===== src/pkg/poic_pkg.sv =====
package poic_pkg;

   // Bus and datapath widths
   localparam int ADDR_W = 8;
   localparam int DATA_W = 32;
   localparam int BE_W   = 4;
   localparam int CODE_W = 16;
   localparam int PIX_W  = 12;
   localparam int IDX_W  = 6;

   // Register indices, byte address is four times the index
   localparam logic [IDX_W-1:0] IDX_STATUS  = 6'h00;
   localparam logic [IDX_W-1:0] IDX_ABS     = 6'h01;
   localparam logic [IDX_W-1:0] IDX_ABS_MIN = 6'h05;
   localparam logic [IDX_W-1:0] IDX_ABS_MAX = 6'h09;
   localparam logic [IDX_W-1:0] IDX_CODE    = 6'h0D;
   localparam logic [IDX_W-1:0] IDX_FLOOR   = 6'h0F;
   localparam logic [IDX_W-1:0] IDX_CEIL    = 6'h11;
   localparam logic [IDX_W-1:0] IDX_MODE    = 6'h14;

   // Status field values
   localparam logic [7:0] STATUS_OFF = 8'h00;
   localparam logic [7:0] STATUS_OK  = 8'h01;

   // Output mode codes, the fourth code is illegal
   localparam logic [1:0] MODE_8  = 2'h0;
   localparam logic [1:0] MODE_10 = 2'h1;
   localparam logic [1:0] MODE_12 = 2'h2;
   localparam logic [1:0] MODE_BAD = 2'h3;

   // Code steps per digital number, as shift counts
   localparam logic [2:0] SHIFT_8  = 3'h4;
   localparam logic [2:0] SHIFT_10 = 3'h2;
   localparam logic [2:0] SHIFT_12 = 3'h0;

   // Permitted code range per mode, two's complement
   localparam logic [CODE_W-1:0] FLOOR_8  = 16'hF000;
   localparam logic [CODE_W-1:0] CEIL_8   = 16'h0FFF;
   localparam logic [CODE_W-1:0] FLOOR_10 = 16'hFC00;
   localparam logic [CODE_W-1:0] CEIL_10  = 16'h03FF;
   localparam logic [CODE_W-1:0] FLOOR_12 = 16'hFF00;
   localparam logic [CODE_W-1:0] CEIL_12  = 16'h00FF;

   // Largest pixel value per mode
   localparam logic [PIX_W-1:0] PIX_MAX_8  = 12'h0FF;
   localparam logic [PIX_W-1:0] PIX_MAX_10 = 12'h3FF;
   localparam logic [PIX_W-1:0] PIX_MAX_12 = 12'hFFF;

   // Single precision layout
   localparam logic [7:0]       EXP_BIAS  = 8'h7F;
   localparam logic [7:0]       EXP_SAT   = 8'h0B;
   localparam logic [7:0]       FRAC_TOP  = 8'h17;
   localparam logic [PIX_W-1:0] DN_SAT    = 12'h7FF;

   // Reset values
   localparam logic [1:0]        MODE_RESET = MODE_12;
   localparam logic [CODE_W-1:0] CODE_RESET = 16'h0000;
   localparam logic [DATA_W-1:0] ABS_RESET  = 32'h00000000;
   localparam logic [DATA_W-1:0] RD_ZERO    = 32'h00000000;

   typedef struct packed {
      logic             valid;
      logic [PIX_W-1:0] data;
   } poic_pix_type;

   function automatic logic [2:0] poic_shift(input logic [1:0] mode);
      return (mode == MODE_8) ? SHIFT_8 : (mode == MODE_10) ? SHIFT_10 : SHIFT_12;
   endfunction : poic_shift

   function automatic logic [CODE_W-1:0] poic_floor(input logic [1:0] mode);
      return (mode == MODE_8) ? FLOOR_8 : (mode == MODE_10) ? FLOOR_10 : FLOOR_12;
   endfunction : poic_floor

   function automatic logic [CODE_W-1:0] poic_ceil(input logic [1:0] mode);
      return (mode == MODE_8) ? CEIL_8 : (mode == MODE_10) ? CEIL_10 : CEIL_12;
   endfunction : poic_ceil

   function automatic logic [PIX_W-1:0] poic_pix_max(input logic [1:0] mode);
      return (mode == MODE_8) ? PIX_MAX_8 : (mode == MODE_10) ? PIX_MAX_10 : PIX_MAX_12;
   endfunction : poic_pix_max

endpackage : poic_pkg


===== src/rtl/poic_offset_scale.sv =====
module poic_offset_scale (
   input  wire logic                           clk,
   input  wire logic                           rst_n,
   input  wire logic [poic_pkg::CODE_W-1:0]    code,
   input  wire logic [1:0]                     mode,
   input  wire poic_pkg::poic_pix_type         pix_in,
   output poic_pkg::poic_pix_type              pix_out_q,
   output logic signed [poic_pkg::CODE_W-1:0]  dn_q
);
   import poic_pkg::*;

   // Arithmetic shift floors the code to whole digital numbers
   wire logic signed [CODE_W-1:0] dn_d     = $signed(code) >>> poic_shift(mode);
   wire logic signed [CODE_W+1:0] sum      = $signed({6'h00, pix_in.data})
                                             + $signed({{2{dn_d[CODE_W-1]}}, dn_d});
   wire logic        [PIX_W-1:0]  pix_max  = poic_pix_max(mode);
   wire logic                     sum_neg  = sum < 0;
   wire logic                     sum_high = sum > $signed({6'h00, pix_max});
   wire logic        [PIX_W-1:0]  pix_d    = sum_neg  ? '0 :
                                             sum_high ? pix_max : sum[PIX_W-1:0];

   // Offset applied to every pixel, clipped to the mode range
   always_ff @(posedge clk or negedge rst_n) begin
      if (!rst_n) begin
         pix_out_q <= '0;
         dn_q      <= '0;
      end else begin
         pix_out_q <= '{valid: pix_in.valid, data: pix_d};
         dn_q      <= dn_d;
      end
   end

   // Remainder of the code over one digital number step
   wire logic signed [CODE_W+4:0] rem = $signed({{5{code[CODE_W-1]}}, code})
                                      - $signed({{5{dn_d[CODE_W-1]}}, dn_d} << poic_shift(mode));
endmodule : poic_offset_scale


===== src/rtl/poic_top.sv =====
module poic_top (
   input  wire logic                           sys_clk,
   input  wire logic                           nrst,
   input  wire logic [poic_pkg::ADDR_W-1:0]    address,
   input  wire logic                           read,
   input  wire logic                           write,
   input  wire logic [poic_pkg::DATA_W-1:0]    writedata,
   input  wire logic [poic_pkg::BE_W-1:0]      byteenable,
   output logic      [poic_pkg::DATA_W-1:0]    readdata,
   output logic                                waitrequest,
   input  wire poic_pkg::poic_pix_type         pix_in,
   output poic_pkg::poic_pix_type              pix_out,
   output logic signed [poic_pkg::CODE_W-1:0]  offset_digital_number_unit
);
   import poic_pkg::*;

   // Reset release through two flops; assert stays asynchronous
   logic rst_meta_q;
   logic rst_n_q;

   always_ff @(posedge sys_clk or negedge nrst) begin
      if (!nrst) begin
         rst_meta_q <= 1'b0;
         rst_n_q    <= 1'b0;
      end else begin
         rst_meta_q <= 1'b1;
         rst_n_q    <= rst_meta_q;
      end
   end

   // Register state
   logic [CODE_W-1:0] code_q;
   logic [CODE_W-1:0] code_d;
   logic [DATA_W-1:0] abs_q;
   logic [DATA_W-1:0] abs_d;
   logic [1:0]        mode_q;
   logic [1:0]        mode_d;
   logic              wait_q;
   logic [DATA_W-1:0] rdata_q;

   // Turn an IEEE single into a code for the current mode
   function automatic logic [CODE_W-1:0] float_to_code(input logic [DATA_W-1:0] f,
                                                       input logic [1:0]        mode);
      logic [7:0]        e;
      logic [23:0]       m;
      logic [PIX_W-1:0]  mag;
      logic [CODE_W-1:0] v;
      e   = f[30:23];
      m   = {1'b1, f[22:0]};
      mag = '0;
      if (e >= EXP_BIAS + EXP_SAT) begin
         mag = DN_SAT;
      end else if (e >= EXP_BIAS) begin
         mag = PIX_W'(m >> (FRAC_TOP - (e - EXP_BIAS)));
      end
      v = {4'h0, mag} << poic_shift(mode);
      if (f[31]) begin
         v = CODE_W'(-v);
      end
      return v;
   endfunction : float_to_code

   // Clip a code into the permitted window of a mode
   function automatic logic [CODE_W-1:0] clamp_code(input logic [CODE_W-1:0] v,
                                                    input logic [1:0]        mode);
      logic [CODE_W-1:0] r;
      r = v;
      if ($signed(v) < $signed(poic_floor(mode))) begin
         r = poic_floor(mode);
      end else if ($signed(v) > $signed(poic_ceil(mode))) begin
         r = poic_ceil(mode);
      end
      return r;
   endfunction : clamp_code

   // Bus decode; the low two address bits are ignored
   wire logic [IDX_W-1:0] idx      = address[ADDR_W-1:2];
   wire logic             req      = read || write;
   wire logic             accept   = req && !wait_q;
   wire logic             wr_fire  = write && !wait_q;
   wire logic             hit_code = idx == IDX_CODE;
   wire logic             hit_abs  = idx == IDX_ABS;
   wire logic             hit_mode = idx == IDX_MODE;
   wire logic             wr_code  = wr_fire && hit_code;
   wire logic             wr_abs   = wr_fire && hit_abs;
   wire logic             wr_mode  = wr_fire && hit_mode && byteenable[0]
                                     && writedata[1:0] != MODE_BAD;

   // Byte lanes: lane 0 low byte, lane 1 high byte
   wire logic [CODE_W-1:0] code_merged = {byteenable[1] ? writedata[15:8] : code_q[15:8],
                                          byteenable[0] ? writedata[7:0]  : code_q[7:0]};

   wire logic [DATA_W-1:0] abs_merged;
   genvar gl;
   generate
      for (gl = 0; gl < BE_W; gl++) begin : g_abs_lane
         assign abs_merged[8*gl +: 8] = byteenable[gl] ? writedata[8*gl +: 8]
                                                       : abs_q[8*gl +: 8];
      end
   endgenerate

   // Limits track the mode register at all times
   wire logic [CODE_W-1:0] floor_now = poic_floor(mode_q);
   wire logic [CODE_W-1:0] ceil_now  = poic_ceil(mode_q);

   // Next code; clipped to the current mode_q, so after a mode change it is back inside one edge later
   wire logic [CODE_W-1:0] code_raw = wr_code ? code_merged
                                    : wr_abs  ? float_to_code(abs_merged, mode_q)
                                    : code_q;
   assign code_d = clamp_code(code_raw, mode_q);
   assign abs_d  = wr_abs ? abs_merged : abs_q;
   assign mode_d = wr_mode ? writedata[1:0] : mode_q;

   // Read mux; unmapped and float limit words read zero
   wire logic [DATA_W-1:0] rd_mux =
      (idx == IDX_STATUS) ? {24'h000000, STATUS_OK} :
      hit_abs             ? abs_q :
      hit_code            ? {16'h0000, code_q} :
      (idx == IDX_FLOOR)  ? {16'h0000, floor_now} :
      (idx == IDX_CEIL)   ? {16'h0000, ceil_now} :
      hit_mode            ? {30'h00000000, mode_q} :
                            RD_ZERO;

   // Control registers
   always_ff @(posedge sys_clk or negedge rst_n_q) begin
      if (!rst_n_q) begin
         code_q <= CODE_RESET;
         abs_q  <= ABS_RESET;
         mode_q <= MODE_RESET;
      end else begin
         code_q <= code_d;
         abs_q  <= abs_d;
         mode_q <= mode_d;
      end
   end

   // One wait state: waitrequest drops for exactly one cycle per request
   always_ff @(posedge sys_clk or negedge rst_n_q) begin
      if (!rst_n_q) begin
         wait_q  <= 1'b1;
         rdata_q <= RD_ZERO;
      end else begin
         wait_q  <= !(req && wait_q);
         rdata_q <= (read && wait_q) ? rd_mux : rdata_q;
      end
   end

   assign readdata    = rdata_q;
   assign waitrequest = wait_q;

   // Pixel path and applied offset
   poic_offset_scale u_scale (
      .clk       (sys_clk),
      .rst_n     (rst_n_q),
      .code      (code_q),
      .mode      (mode_q),
      .pix_in    (pix_in),
      .pix_out_q (pix_out),
      .dn_q      (offset_digital_number_unit)
   );
endmodule : poic_top


===== config.mk =====
export PLATFORM = sky130hd
export DESIGN_NAME = poic_top
export DESIGN_NICKNAME = d
export VERILOG_FILES = /design/src/pkg/poic_pkg.sv /design/src/rtl/poic_offset_scale.sv /design/src/rtl/poic_top.sv
export SDC_FILE = /design/constraint.sdc
export NUM_CORES = 1
export LEC_CHECK = 0
export ABC_AREA = 1
export BUFFER_PORTS_ARGS = -buffer_cell sky130_fd_sc_hd__buf_4
export CAP_MARGIN = 20
export CELL_PAD_IN_SITES_DETAIL_PLACEMENT = 0
export CELL_PAD_IN_SITES_GLOBAL_PLACEMENT = 1
export CORE_ASPECT_RATIO = 1.1
export CORE_UTILIZATION = 35
export CTS_BUF_LIST = sky130_fd_sc_hd__clkbuf_16
export DETAILED_ROUTE_END_ITERATION = 8
export PLACE_DENSITY = 0.66
export SLEW_MARGIN = 20
export SYNTH_ARGS = -nofsm -noshare
export SYNTH_HDL_FRONTEND = slang
export SYNTH_SLANG_ARGS = --single-unit

===== constraint.sdc =====
create_clock -name sys_clk -period 7.5 [get_ports sys_clk]
set_input_delay 0 -clock sys_clk [delete_from_list [all_inputs] [get_ports sys_clk]]
set_output_delay 0 -clock sys_clk [all_outputs]
set_load 0.03 [all_outputs]

-- After elaboration in Yosys (flattened, before gate mapping)
Cells that the tools add are included.
- multiplexer cells: 29
- equality and inequality tests: 7
- reduce and logical (&&, ||, !) cells: 13
- $lt $le $gt $ge: 6
- shift-type cells: 3
- add/sub/neg operators: 4
- operators by type and width (kind ; number):
    two-way mux 16 bit ; 7
    two-way mux 12 bit ; 9
    two-way mux 32 bit ; 2
    two-way mux 8 bit ; 6
    right shift 24 x 8 -> 12 bit ; 1
    two-way mux 10 bit ; 2
    adder 13 x 16 -> 17 bit ; 1
    > comparator 17 x 13 -> 1 bit ; 1
    less-than comparator 17 x 1 -> 1 bit (second input constant) ; 1
    > comparator 16 bit ; 1
    less-than comparator 16 bit ; 1
    negator 16 bit ; 1
    << shifter 12 x 3 -> 16 bit ; 1
    >>> shifter 16 x 3 -> 16 bit ; 1
    == test 6 x 4 -> 1 bit (second input constant) ; 2
    == test 6 x 5 -> 1 bit (second input constant) ; 2
    greater-or-equal comparator 8 x 7 -> 1 bit (second input constant) ; 1
    greater-or-equal comparator 8 bit (second input constant) ; 1
    logical AND 1 bit ; 8
    subtractor 5 x 8 -> 8 bit (first input constant) ; 1
    subtractor 8 x 7 -> 8 bit (second input constant) ; 1
    == test 6 x 1 -> 1 bit (second input constant) ; 1
    zero test 6 bit ; 1
    two-way mux 2 bit ; 2
    other kinds (6) ; 7
- bits of input ports: 61
- register bits: 114
- output and inout bits: 62
- word-level logic and storage cells: 72

-- Depth between registers and ports, before layout
Gate-level depths: netlist (run 1).
- depth in word-level cells: 14
- gate-level depth with buffers: 47

-- Cells and area by module
From an unflattened synthesis (run 1), not the netlist that was laid out.
- cells, all modules: 1320
- area total of the unflattened synthesis: 8747.1 um2
- modules (own cells, without submodules) (module ; seq. area each (um2) ; cells each ; instances ; area each (um2)):
    poic_top ; 2129.5 ; 1036 ; 1 ; 6646.4
    poic_offset_scale ; 725.7 ; 284 ; 1 ; 2100.8

-- Worst setup path before layout (run 1)
No wires, ideal clock.
- path type: reg-to-reg
- start point: register mode_q[1]
- end point: register u_scale.pix_out_q[10] (netlist bit)
- cell stages (with the launch flop): 30
- slack: 2400 ps
- path buffers: 2
- data arrival time: 4976 ps
- cell sequence: dfstp_2 > buf_2 > nor2_1 > clkbuf_1 > a21oi_1 > ha_1 > inv_1 > fa_1 > nand3b_1 > and2_1 > nor2_1 > nor2_1 > o21bai_1 > a21oi_1 > o21ai_0 > a21oi_1 > nor2_1 > o21ai_0 > inv_1 > nor2_1 > ha_1 > nand2_1 > inv_1 > a221o_1 > a21oi_1 > a31oi_1 > nor3b_1 > inv_1 > nor2_1 > nor2_1
- longest elaborated chain between the ends: 8
- elaborated cells between the ends (all ways): 12
- classes of those cells: 1 x add/sub; 2 x order compare; 1 x eq/ne; 1 x shift; 6 x mux; 1 x reduce/logical
- ends and longest elaborated chain (element ; RTL line ; source):
    start: declaration ; poic_top.sv:36 ; logic [1:0] mode_q;
    start signal: assignment ; poic_top.sv:133 ; mode_q <= mode_d;
    == test 2 x 1 -> 1 bit ; poic_pkg.sv:67 ; return (mode == MODE_8) ? SHIFT_8 : (mode == MODE_10) ? SHIFT_10 : SHIFT_12;
    two-way mux 2 bit ; n/a ;
    two-way mux 3 bit * ; n/a ;
    >>> shifter 16 x 3 -> 16 bit * ; poic_offset_scale.sv:13 ; wire logic signed [CODE_W-1:0] dn_d = $signed(code) >>> poic_shift(mode);
    named net u_scale.dn_d[0] ; poic_offset_scale.sv:13 ;
    adder 13 x 16 -> 17 bit * ; poic_offset_scale.sv:15 ; + $signed({{2{dn_d[CODE_W-1]}}, dn_d});
    > comparator 17 x 13 -> 1 bit ; poic_offset_scale.sv:18 ; wire logic sum_high = sum > $signed({6'h00, pix_max});
    two-way mux 12 bit ; poic_offset_scale.sv:20 ; sum_high ? pix_max : sum[PIX_W-1:0];
    two-way mux 12 bit * ; poic_offset_scale.sv:19 ; wire logic [PIX_W-1:0] pix_d = sum_neg ? '0 :
    named net u_scale.pix_d[10] ; poic_offset_scale.sv:19 ;
    end signal: assignment ; poic_offset_scale.sv:28 ; pix_out_q <= '{valid: pix_in.valid, data: pix_d};
    end: declaration ; poic_offset_scale.sv:7 ; output poic_pkg::poic_pix_type pix_out_q,
Mark *: on every way through the listed nets, which the timed path passes. The rest lies on a longest branch.
A chain may end at the register's enable or synchronous reset.

-- Final worst setup path (run 1)
- start point: register abs_q[23]
- end point: register code_q[10]
- longest elaborated chain between the ends: 14
- elaborated cells between the ends (all ways): 17
- classes of those cells: 3 x add/sub; 4 x order compare; 2 x shift; 8 x mux
- ends and longest elaborated chain (element ; RTL line ; source):
    start: declaration ; poic_top.sv:34 ; logic [DATA_W-1:0] abs_q;
    start signal: assignment ; poic_top.sv:132 ; abs_q <= abs_d;
    two-way mux 8 bit * ; poic_top.sv:97 ; assign abs_merged[8*gl +: 8] = byteenable[gl] ? writedata[8*gl +: 8]
    subtractor 8 x 7 -> 8 bit ; poic_top.sv:54 ; mag = PIX_W'(m >> (FRAC_TOP - (e - EXP_BIAS)));
    subtractor 5 x 8 -> 8 bit ; poic_top.sv:54 ;
    right shift 24 x 8 -> 12 bit ; poic_top.sv:54 ;
    two-way mux 12 bit ; poic_top.sv:53 ; end else if (e >= EXP_BIAS) begin
    two-way mux 12 bit * ; poic_top.sv:51 ; if (e >= EXP_BIAS + EXP_SAT) begin
    << shifter 12 x 3 -> 16 bit * ; poic_top.sv:56 ; v = {4'h0, mag} << poic_shift(mode);
    negator 16 bit ; poic_top.sv:58 ; v = CODE_W'(-v);
    two-way mux 16 bit * ; poic_top.sv:57 ; if (f[31]) begin
    two-way mux 16 bit * ; poic_top.sv:108 ; : wr_abs ? float_to_code(abs_merged, mode_q)
    two-way mux 16 bit * ; poic_top.sv:107 ; wire logic [CODE_W-1:0] code_raw = wr_code ? code_merged
    > comparator 16 bit ; poic_top.sv:70 ; end else if ($signed(v) > $signed(poic_ceil(mode))) begin
    two-way mux 16 bit ; poic_top.sv:70 ;
    two-way mux 16 bit * ; poic_top.sv:68 ; if ($signed(v) < $signed(poic_floor(mode))) begin
    named net code_d[10] ; poic_top.sv:33 ; logic [CODE_W-1:0] code_d;
    end signal: assignment ; poic_top.sv:131 ; code_q <= code_d;
    end: declaration ; poic_top.sv:32 ; logic [CODE_W-1:0] code_q;
Marks and branches as above.

==> reports/qor.yml, run 1 <==
drv_cap: 0
route.detailed.drc: 0
crit_path_top_delay_cell: "inv_1"
synthesis.nets: 1298
synth-async-reset-ratio_pct: 100
grt_pass1_wl_mm: 45.9
grt_max_degree: 74
drive_above_1_share_pct: 16.6
die_h_um: 163
r2r-start: "abs_q[23]"
cts_tree: "yes"
critPathMaxFanout: 29
min_from: "byteenable[2]"
synth-edff-count: 0
area_delta_synth_final_pct: 23.3
switching_power_mw: 1.17
synth_area_sq_um: 8270
internal-power_mw: 1.62
synth_cell_types: 57
track_usage_pct: 24.9
worst_ep_arrival_time_ps: 6370
antenna_left: 0
path_clk_slew_ps: 70
yosys_warnings: 0
dr.pass1.iters: 7
grt.overflow.total: 0
required_ps: 7860
ir_drop_uv: 145
antenna_found_initial: 0
power.density_nw_per_um2: 274
gp_congestion: 0.844
hpwl_mm: 22.1
timing.fmax_mhz: 166
initial_core_util_pct: 36.0
cts_setup_buffers: 0
p_leak_nw: 5.03
p_sw_share_pct: 42.1
io_pins: 123
wl_mm: 29.4
cp-start-kind: "register"
total_power_mw: 2.79
drtIter0Drc: 481
clock-sinks: 114
synth_area_per_cell_sq_um: 6.85
viasPerCell: 5.22
seq_power_share_pct: 29.4
worst_slew_pin_slew_ps: 860
setup_viol_count_final: 0
finalCritPeriodShare_pct: 80.1
timing.slew.headroom_pct: 42.6
combinationalPowerShare_pct: 40.4
synthFlopType: "dfrtp_1"
maxSlewViolCount: 0
final.setup.tns_ps: 0
critPathKind: "register to register"
skew_ps: 13.5
grt_pass1_vias: 8285
cts.root.buffer_cell: "clkbuf_16"
cts_buffers: 17
yosysSeqAreaShare_pct: 34.5
final_common_cell: "nand2_1"
outcome: "finished, final reports clean"
hold_path.class: "input port to register"
syn_inst: 1208
vias: 8541
clock_path_buffers: 2
wl_per_cell_um: 18.0
finalHoldViolCount: 0
setup.worst_path.end_class: "register"
clkLatencyLatePin_ps: 430
fin_crit_ps: 6010
placeableCoreArea_sq_um: 23000
grt_setup_unrepaired: "false"
fp.dieW_um: 149
dpl-instance-area_sq_um: 9440
cp-startpoint: "abs_q[23]"
cpMostUsedCell: "nand2_1"
die_area_sq_um: 24200
most-common-layout-cells: "305 x nand2_1, 143 x nand3_1, 135 x buf_4"
ys_seq_elements: 114
h-tree-depth: 4
io_buffers: 120
rows: 58
max_stage_delay_ps: 480
layout.nets: 1414
diodes: 0
p_clk_share_pct: 30.2
fin_area_sq_um: 10200
## cells in the mapped netlist (all sizes together), types with 3 or more instances
master	count	area share [%]
nor3	7	0.42
o31ai	3	0.27
o22ai	6	0.45
a21oi	87	5.5
a22oi	6	0.54
dfrtp	112	34
buf	22	1.5
o221ai	12	1.3
inv	134	6.1
nand4	12	0.91
nand2	321	15
nand3	149	9.5
a211oi	3	0.27
nor2	106	5.2
o211ai	9	1.0
o21bai	6	0.54
xor2	12	1.4
or2	3	0.23
clkbuf	30	1.4
ha	28	4.2
xnor2	4	0.42
a31oi	6	0.45
o21ai	110	6.9
## power groups by stage
stage / registers (mW) / logic (mW) / clock network [mW]
finish: 0.820 / 1.13 / 0.843
global route: 0.830 / 1.26 / 0.883
CTS: 0.820 / 1.13 / 0.857
detailed placement: 0.830 / 1.12 / 0
global placement: 0.830 / 1.12 / 0
floorplan: 0.937 / 0.645 / 0
## metal layers
layer  track usage [%]  part of all wire, %
met4              7.22                  1.7
met3              3.21                  3.0
met1              30.2                   43
met2              45.5                   52
met5                 0                    0
## per-stage QoR
stage	utilization, %	instances	hold WS, ps	setup WS, ps
finish	44.3	1637	5.75	1490
global route	44.3	1637	46.2	837
CTS	44.2	1636	2.89	1410
detailed placement	41.0	1591	-208	1460
global placement	41.0	1591	-211	1480
floorplan	-	1208	-296	2400
## worst max-delay path, delay by kind of cell (launching register included)
kind                       cells  cell delay (ps)
buffers and inverters          4             1360
AOI/OAI and AO/OA              5              880
DFF                            1              320
and+or+nand+nor               23             2610
adders and majority gates      3              760
## area by class of cell
cell class	count	area [sq um]
multi-input combinational	907	4680
timing repair buffer	149	1170
clock inverter	15	171
tap	300	375
sequential	114	2860
clock buffer	17	425
inverter	135	507
fill	2509	12800
## cell families (layout without fill, tap and decap cells)
kind of cell / count (synthesis) / count (layout) / share of synthesized area (%)
AO/OA/AOI/OAI: 256 / 256 / 18.1
AND/OR/NAND/NOR: 605 / 605 / 32.1
flip-flops: 114 / 114 / 34.5
adder cells (fa/ha/maj): 29 / 29 / 4.48
buffers and inverters: 187 / 316 / 8.97
other: 1 / 1 / 0.0453
XOR/XNOR: 16 / 16 / 1.79
## path summary, 6_finish.rpt
path / end / slack [ps] / cells past startpoint
worst max-delay path: code_q[10] / 1490 / 35
worst min-delay path: abs_q[23] / 6 / 4
worst max register to register: code_q[10] / 1490 / 35
worst min register to register: u_scale.dn_q[1] / 300 / 0
max in group asynchronous: waitrequest / 6080 / 2
min in group asynchronous: u_scale.dn_q[1] / 300 / 0
## state kept, by name, summed over array words and instances (netlist names), 2 cells and up
name and flops:
abs_q 32, readdata 32, code_q 16, u_scale.dn_q 16
u_scale.pix_out_q 13, mode_q 2
## what timing repair did
action,4_1_cts,5_1_grt
hold buffers,13,0
hold endpoints to repair,13,0
resized for setup,0,0
(Power assumes the default switching activity.)
==> inputs of run 2 (changes only) <==
- PLACE_DENSITY: 0.66 -> 0.69
- clock period: 7.5 -> 5 ns (I/O delays scaled with it)
==> run 2 against run 1 <==
Compared with the run above:
- count of clock-buffer cells in the layout is the same
- sequential power grew 49%
- wire length grew 5.0%
- worst hold slack lost 4.4 ps
- first-iteration DRC count grew 6.7%
- final cell count grew 8.7%
- critical path type unchanged
- largest cell class unchanged
==> reports/qor.yml, run 2 (synthesis results as in run 1) <==
gp_congestion: 0.865  # was 0.844
ir_drop_uv: 231  # was 145 uV
clkLatencyLatePin_ps: 430  # about the same
fp.dieW_um: 149  # unchanged
drv_cap: 0  # unchanged
io_buffers: 120  # unchanged
antenna_left: 0  # unchanged
worst_ep_arrival_time_ps: 5090  # was 6370 ps
timing.slew.headroom_pct: 32.3  # was 42.6%
grt.overflow.total: 0  # unchanged
clock-sinks: 114  # unchanged
setup_viol_count_final: 0  # unchanged
nFillCells: 2331  # was 2509
max_stage_delay_ps: 330  # was 480 ps
fin_area_sq_um: 11900  # was 10200 sq um
maxSlewViolCount: 0  # unchanged
h-tree-depth: 4  # unchanged
diodes: 0  # unchanged
timing.fmax_mhz: 209  # was 166 MHz
finalNonFillerCells: 1780  # was 1637
grt_pass1_wl_mm: 47.2  # was 45.9 mm
most-common-layout-cells: "266 x nand2_1, 265 x buf_4, 122 x inv_1"  # was 305 x nand2_1, 143 x nand3_1, 135 x buf_4
hold_path.class: "input port to register"  # unchanged
power.density_nw_per_um2: 384  # was 274 nW/um^2
rows: 58  # unchanged
total_power_mw: 4.57  # was 2.79 mW
crit_path_top_delay_cell: "dfrtp_1"  # was inv_1
p_leak_nw: 5.87  # was 5.03 nW
wl_mm: 30.9  # was 29.4 mm
clock_path_buffers: 2  # unchanged
final.setup.worst_slack_ps: 214  # was 1490 ps
die_h_um: 163  # unchanged
antenna_found_initial: 0  # unchanged
grt_max_degree: 65  # was 74
drtIter0Drc: 513  # was 481
dpl-instance-area_sq_um: 10400  # was 9440 sq um
fin_crit_ps: 4790  # was 6010 ps
finalCritPeriodShare_pct: 95.7  # was 80.1%
wl_per_cell_um: 17.3  # was 18.0 um
grt_pass1_vias: 8789  # was 8285
viasPerCell: 5.13  # was 5.22
finalHoldViolCount: 0  # unchanged
grt_setup_unrepaired: "true"  # was false
io_pins: 123  # unchanged
critPathMaxFanout: 6  # was 29
final_common_cell: "nand2_1"  # unchanged
placeableCoreArea_sq_um: 23000  # unchanged
route.detailed.drc: 0  # unchanged
post-route-util_pct: 51.7  # was 44.3%
vias: 9132  # was 8541
cts_buffers: 17  # unchanged
cts_tree: "yes"  # unchanged
critPathKind: "register to register"  # unchanged
die_area_sq_um: 24200  # unchanged
hpwl_mm: 23.0  # was 22.1 mm
dp_cells: 1710  # was 1591
cp-start-kind: "register"  # unchanged
worst_slew_pin_slew_ps: 1000  # was 860 ps
drive_above_1_share_pct: 32.7  # was 16.6%
final.setup.tns_ps: 0  # unchanged
holdWs_ps: 1.39  # was 5.75 ps
area_delta_synth_final_pct: 43.9  # was 23.3%
setup.worst_path.end_class: "register"  # unchanged
required_ps: 5310  # was 7860 ps
path_clk_slew_ps: 60  # was 70 ps
cts.root.buffer_cell: "clkbuf_16"  # unchanged
initial_core_util_pct: 36.0  # unchanged
dpl_worst_slack_ps: -163  # was 1460 ps
track_usage_pct: 25.6  # was 24.9%
layout.nets: 1557  # was 1414
outcome: "finished, final reports clean"  # unchanged
skew_ps: 16.3  # was 13.5 ps
dr.pass1.iters: 5  # was 7
run 2: area by class of cell:
cell class              instances  area, sq um  area share, %
clock buffers                  17          425           3.57
clock inverters                15          161           1.36
inverters                     135          510           4.29
multi-input cells             908         5230           44.0
flip-flops and latches        114         2860           24.0
well taps                     300          375           3.15
repair buffers                291         2340           19.6
run 2: report_power, final:
group          switching (mW)  total (mW)  internal, mW  leakage, nW
registers               0.123        1.22          1.10         1.35
logic                    1.26        2.12         0.855         4.24
clock network           0.502        1.24         0.738        0.282
run 2: what timing repair did:
action                     CTS  global route
resized for setup            5           146
hold buffers                12             0
setup endpoints to repair   16            24
hold endpoints to repair    12             0
cloned                       1             3
buffers inserted             1            21
pin swaps                    1            69
run 2: worst paths after layout:
kind / slack, ps / to / start / cells past startpoint
min in group asynchronous: 400 / u_scale.dn_q[2] / rst_n_q / 0
worst max register to register: 210 / code_q[2] / abs_q[23] / 41
worst max-delay path: 210 / code_q[2] / abs_q[23] / 41
worst min-delay path: 1 / abs_q[19] / writedata[19] / 3
max in group asynchronous: 3340 / abs_q[16] / rst_n_q / 1
worst min register to register: 350 / rst_n_q / rst_meta_q / 0
run 2: layer usage:
| metal | wire [um] | track usage [%] | vias up |
|---|---|---|---|
| met5 | 0 | 0 | - |
| met4 | 1010 | 10.5 | 0 |
| met3 | 889 | 2.65 | 57 |
| met2 | 16200 | 46.4 | 217 |
| met1 | 12800 | 30.6 | 4321 |
| li1 | - | - | 4537 |
run 2: critical path, delay by kind of cell, from the launching register on:
kind            cells  cell delay [ps]
simple gates       30             2710
compound gates      5              670
flops               1              330
fa+ha+maj           2              450
buf+inv             4              470
==> inputs of run 3 (changes only) <==
- CORE_MARGIN: default -> 1.5
- SETUP_SLACK_MARGIN: default -> 0.05
==> run 3 against run 2 <==
Compared with the run above:
- non-clock buffer count is 1 lower
- highest routed layer unchanged
- sequential power barely moved
- design area is 2.0% higher
- die area is 1.3% higher
- power increased by 2.0%
- worst hold slack improved by 13 ps
- critical path depth fell by 13
- sequential share of layout area down 0.47 points
- final cell count about the same
- largest power group unchanged
- flip-flop and latch count is the same
- via count grew 0.61%
==> reports/qor.yml, run 3 (synthesis results as in run 1) <==
grt.overflow.total: 0  # unchanged
cts_tree: "yes"  # unchanged
final.setup.tns_ps: 0  # unchanged
rows: 58  # unchanged
finalNonFillerCells: 1779  # was 1780
finalHoldViolCount: 0  # unchanged
layout.nets: 1556  # was 1557
fp.dieW_um: 150  # was 149 um
outcome: "finished, final reports clean"  # unchanged
hold_path.class: "input port to register"  # unchanged
holdWs_ps: 14.1  # was 1.39 ps
power.density_nw_per_um2: 384  # about the same
final_common_cell: "buf_4"  # was nand2_1
initial_core_util_pct: 36.0  # unchanged
worst_slew_pin_slew_ps: 934  # was 1000 ps
max_stage_delay_ps: 630  # was 330 ps
cp-startpoint: "mode_q[1]"  # was abs_q[23]
maxSlewViolCount: 0  # unchanged
cts.root.buffer_cell: "clkbuf_16"  # unchanged
timing.fmax_mhz: 208  # was 209 MHz
antenna_found_initial: 0  # unchanged
nFillCells: 2322  # was 2331
clock-sinks: 114  # unchanged
cp-start-kind: "register"  # unchanged
h-tree-depth: 4  # unchanged
clkLatencyLatePin_ps: 430  # about the same
dpl-instance-area_sq_um: 10300  # was 10400 sq um
wl_per_cell_um: 17.2  # was 17.3 um
setup.worst_path.end_class: "register"  # unchanged
fin_crit_ps: 4810  # was 4790 ps
p_leak_nw: 5.93  # was 5.87 nW
total_power_mw: 4.67  # was 4.57 mW
die_area_sq_um: 24600  # was 24200 sq um
route.detailed.drc: 0  # unchanged
most-common-layout-cells: "266 x buf_4, 255 x nand2_1, 119 x inv_1"  # was 266 x nand2_1, 265 x buf_4, 122 x inv_1
critPathMaxFanout: 7  # was 6
drive_above_1_share_pct: 36.1  # was 32.7%
track_usage_pct: 24.6  # was 25.6%
io_pins: 123  # unchanged
fin_area_sq_um: 12100  # was 11900 sq um
finalCritPeriodShare_pct: 96.3  # was 95.7%
vias: 9188  # was 9132
die_h_um: 164  # was 163 um
grt_pass1_wl_mm: 46.5  # was 47.2 mm
required_ps: 5300  # was 5310 ps
grt_setup_unrepaired: "true"  # unchanged
post-route-util_pct: 52.8  # was 51.7%
r2r-start: "mode_q[1]"  # was abs_q[23]
viasPerCell: 5.16  # was 5.13
area_delta_synth_final_pct: 46.8  # was 43.9%
worst_ep_arrival_time_ps: 5110  # was 5090 ps
timing.slew.headroom_pct: 37.8  # was 32.3%
cts_buffers: 17  # unchanged
hpwl_mm: 22.7  # was 23.0 mm
drv_cap: 0  # unchanged
grt_max_degree: 69  # was 65
io_buffers: 120  # unchanged
ir_drop_uv: 243  # was 231 uV
dpl_worst_slack_ps: -77.2  # was -163 ps
crit_path_top_delay_cell: "dfstp_2"  # was dfrtp_1
diodes: 0  # unchanged
wl_mm: 30.6  # was 30.9 mm
gp_congestion: 0.902  # was 0.865
clock_path_buffers: 2  # unchanged
dr.pass1.iters: 5  # unchanged
path_clk_slew_ps: 60  # about the same
antenna_left: 0  # unchanged
setup_viol_count_final: 0  # unchanged
min_from: "writedata[21]"  # was writedata[19]
placeableCoreArea_sq_um: 23000  # unchanged
cpMostUsedCell: "a21oi_2"
skew_ps: 13.5  # was 16.3 ps
dp_cells: 1704  # was 1710
critPathKind: "register to register"  # unchanged
grt_pass1_vias: 8729  # was 8789
drtIter0Drc: 499  # was 513
final.setup.worst_slack_ps: 185  # was 214 ps
==> run 3: per-layer routing <==
layer | up-vias | routed length, um | GRT usage [%]
li1 | 4536 | - | -
met2 | 209 | 16200 | 45.0
met3 | 54 | 940 | 2.92
met5 | - | 0 | 0
met1 | 4389 | 12600 | 29.6
met4 | 0 | 858 | 8.64
==> run 3: critical path: cells and delay by family (launching register included) <==
| kind | cells | cell delay [ps] |
|---|---|---|
| fa+ha+maj | 3 | 860 |
| flops | 1 | 630 |
| buf+inv | 6 | 630 |
| simple gates | 8 | 1030 |
| compound gates | 11 | 1530 |
==> run 3: final cells by class <==
cell class                 instances  area (sq um)  area share (%)
clock buffer                      17           425            3.50
inverter                         135           507            4.17
clock inverter                    15           169            1.39
sequential                       114          2860            23.6
timing repair buffer             290          2310            19.0
multi-input combinational        908          5500            45.3
tap                              300           375            3.09
==> run 3: timing repair <==
item                       4_1_cts  5_1_grt
hold buffers                    11        0
setup endpoints to repair       16       24
hold endpoints to repair        10        0
gates cloned                     1        3
setup buffers                    1       27
pin swaps                        2      102
resized for setup                4      211
==> run 3: path summary, 6_finish.rpt <==
| path | slack [ps] | end | depth (start not counted) |
|---|---|---|---|
| max in group asynchronous | 3810 | readdata[20] | 1 |
| min in group asynchronous | 410 | u_scale.dn_q[1] | 1 |
| worst max-delay path | 190 | u_scale.pix_out_q[8] | 28 |
| worst min register to register | 360 | rst_n_q | 0 |
| worst max register to register | 190 | u_scale.pix_out_q[8] | 28 |
| worst min-delay path | 10 | abs_q[21] | 5 |
==> run 3: power by group <==
part           switching, mW  internal, mW
Combinational           1.32         0.887
Sequential             0.112          1.10
Clock                  0.475         0.780
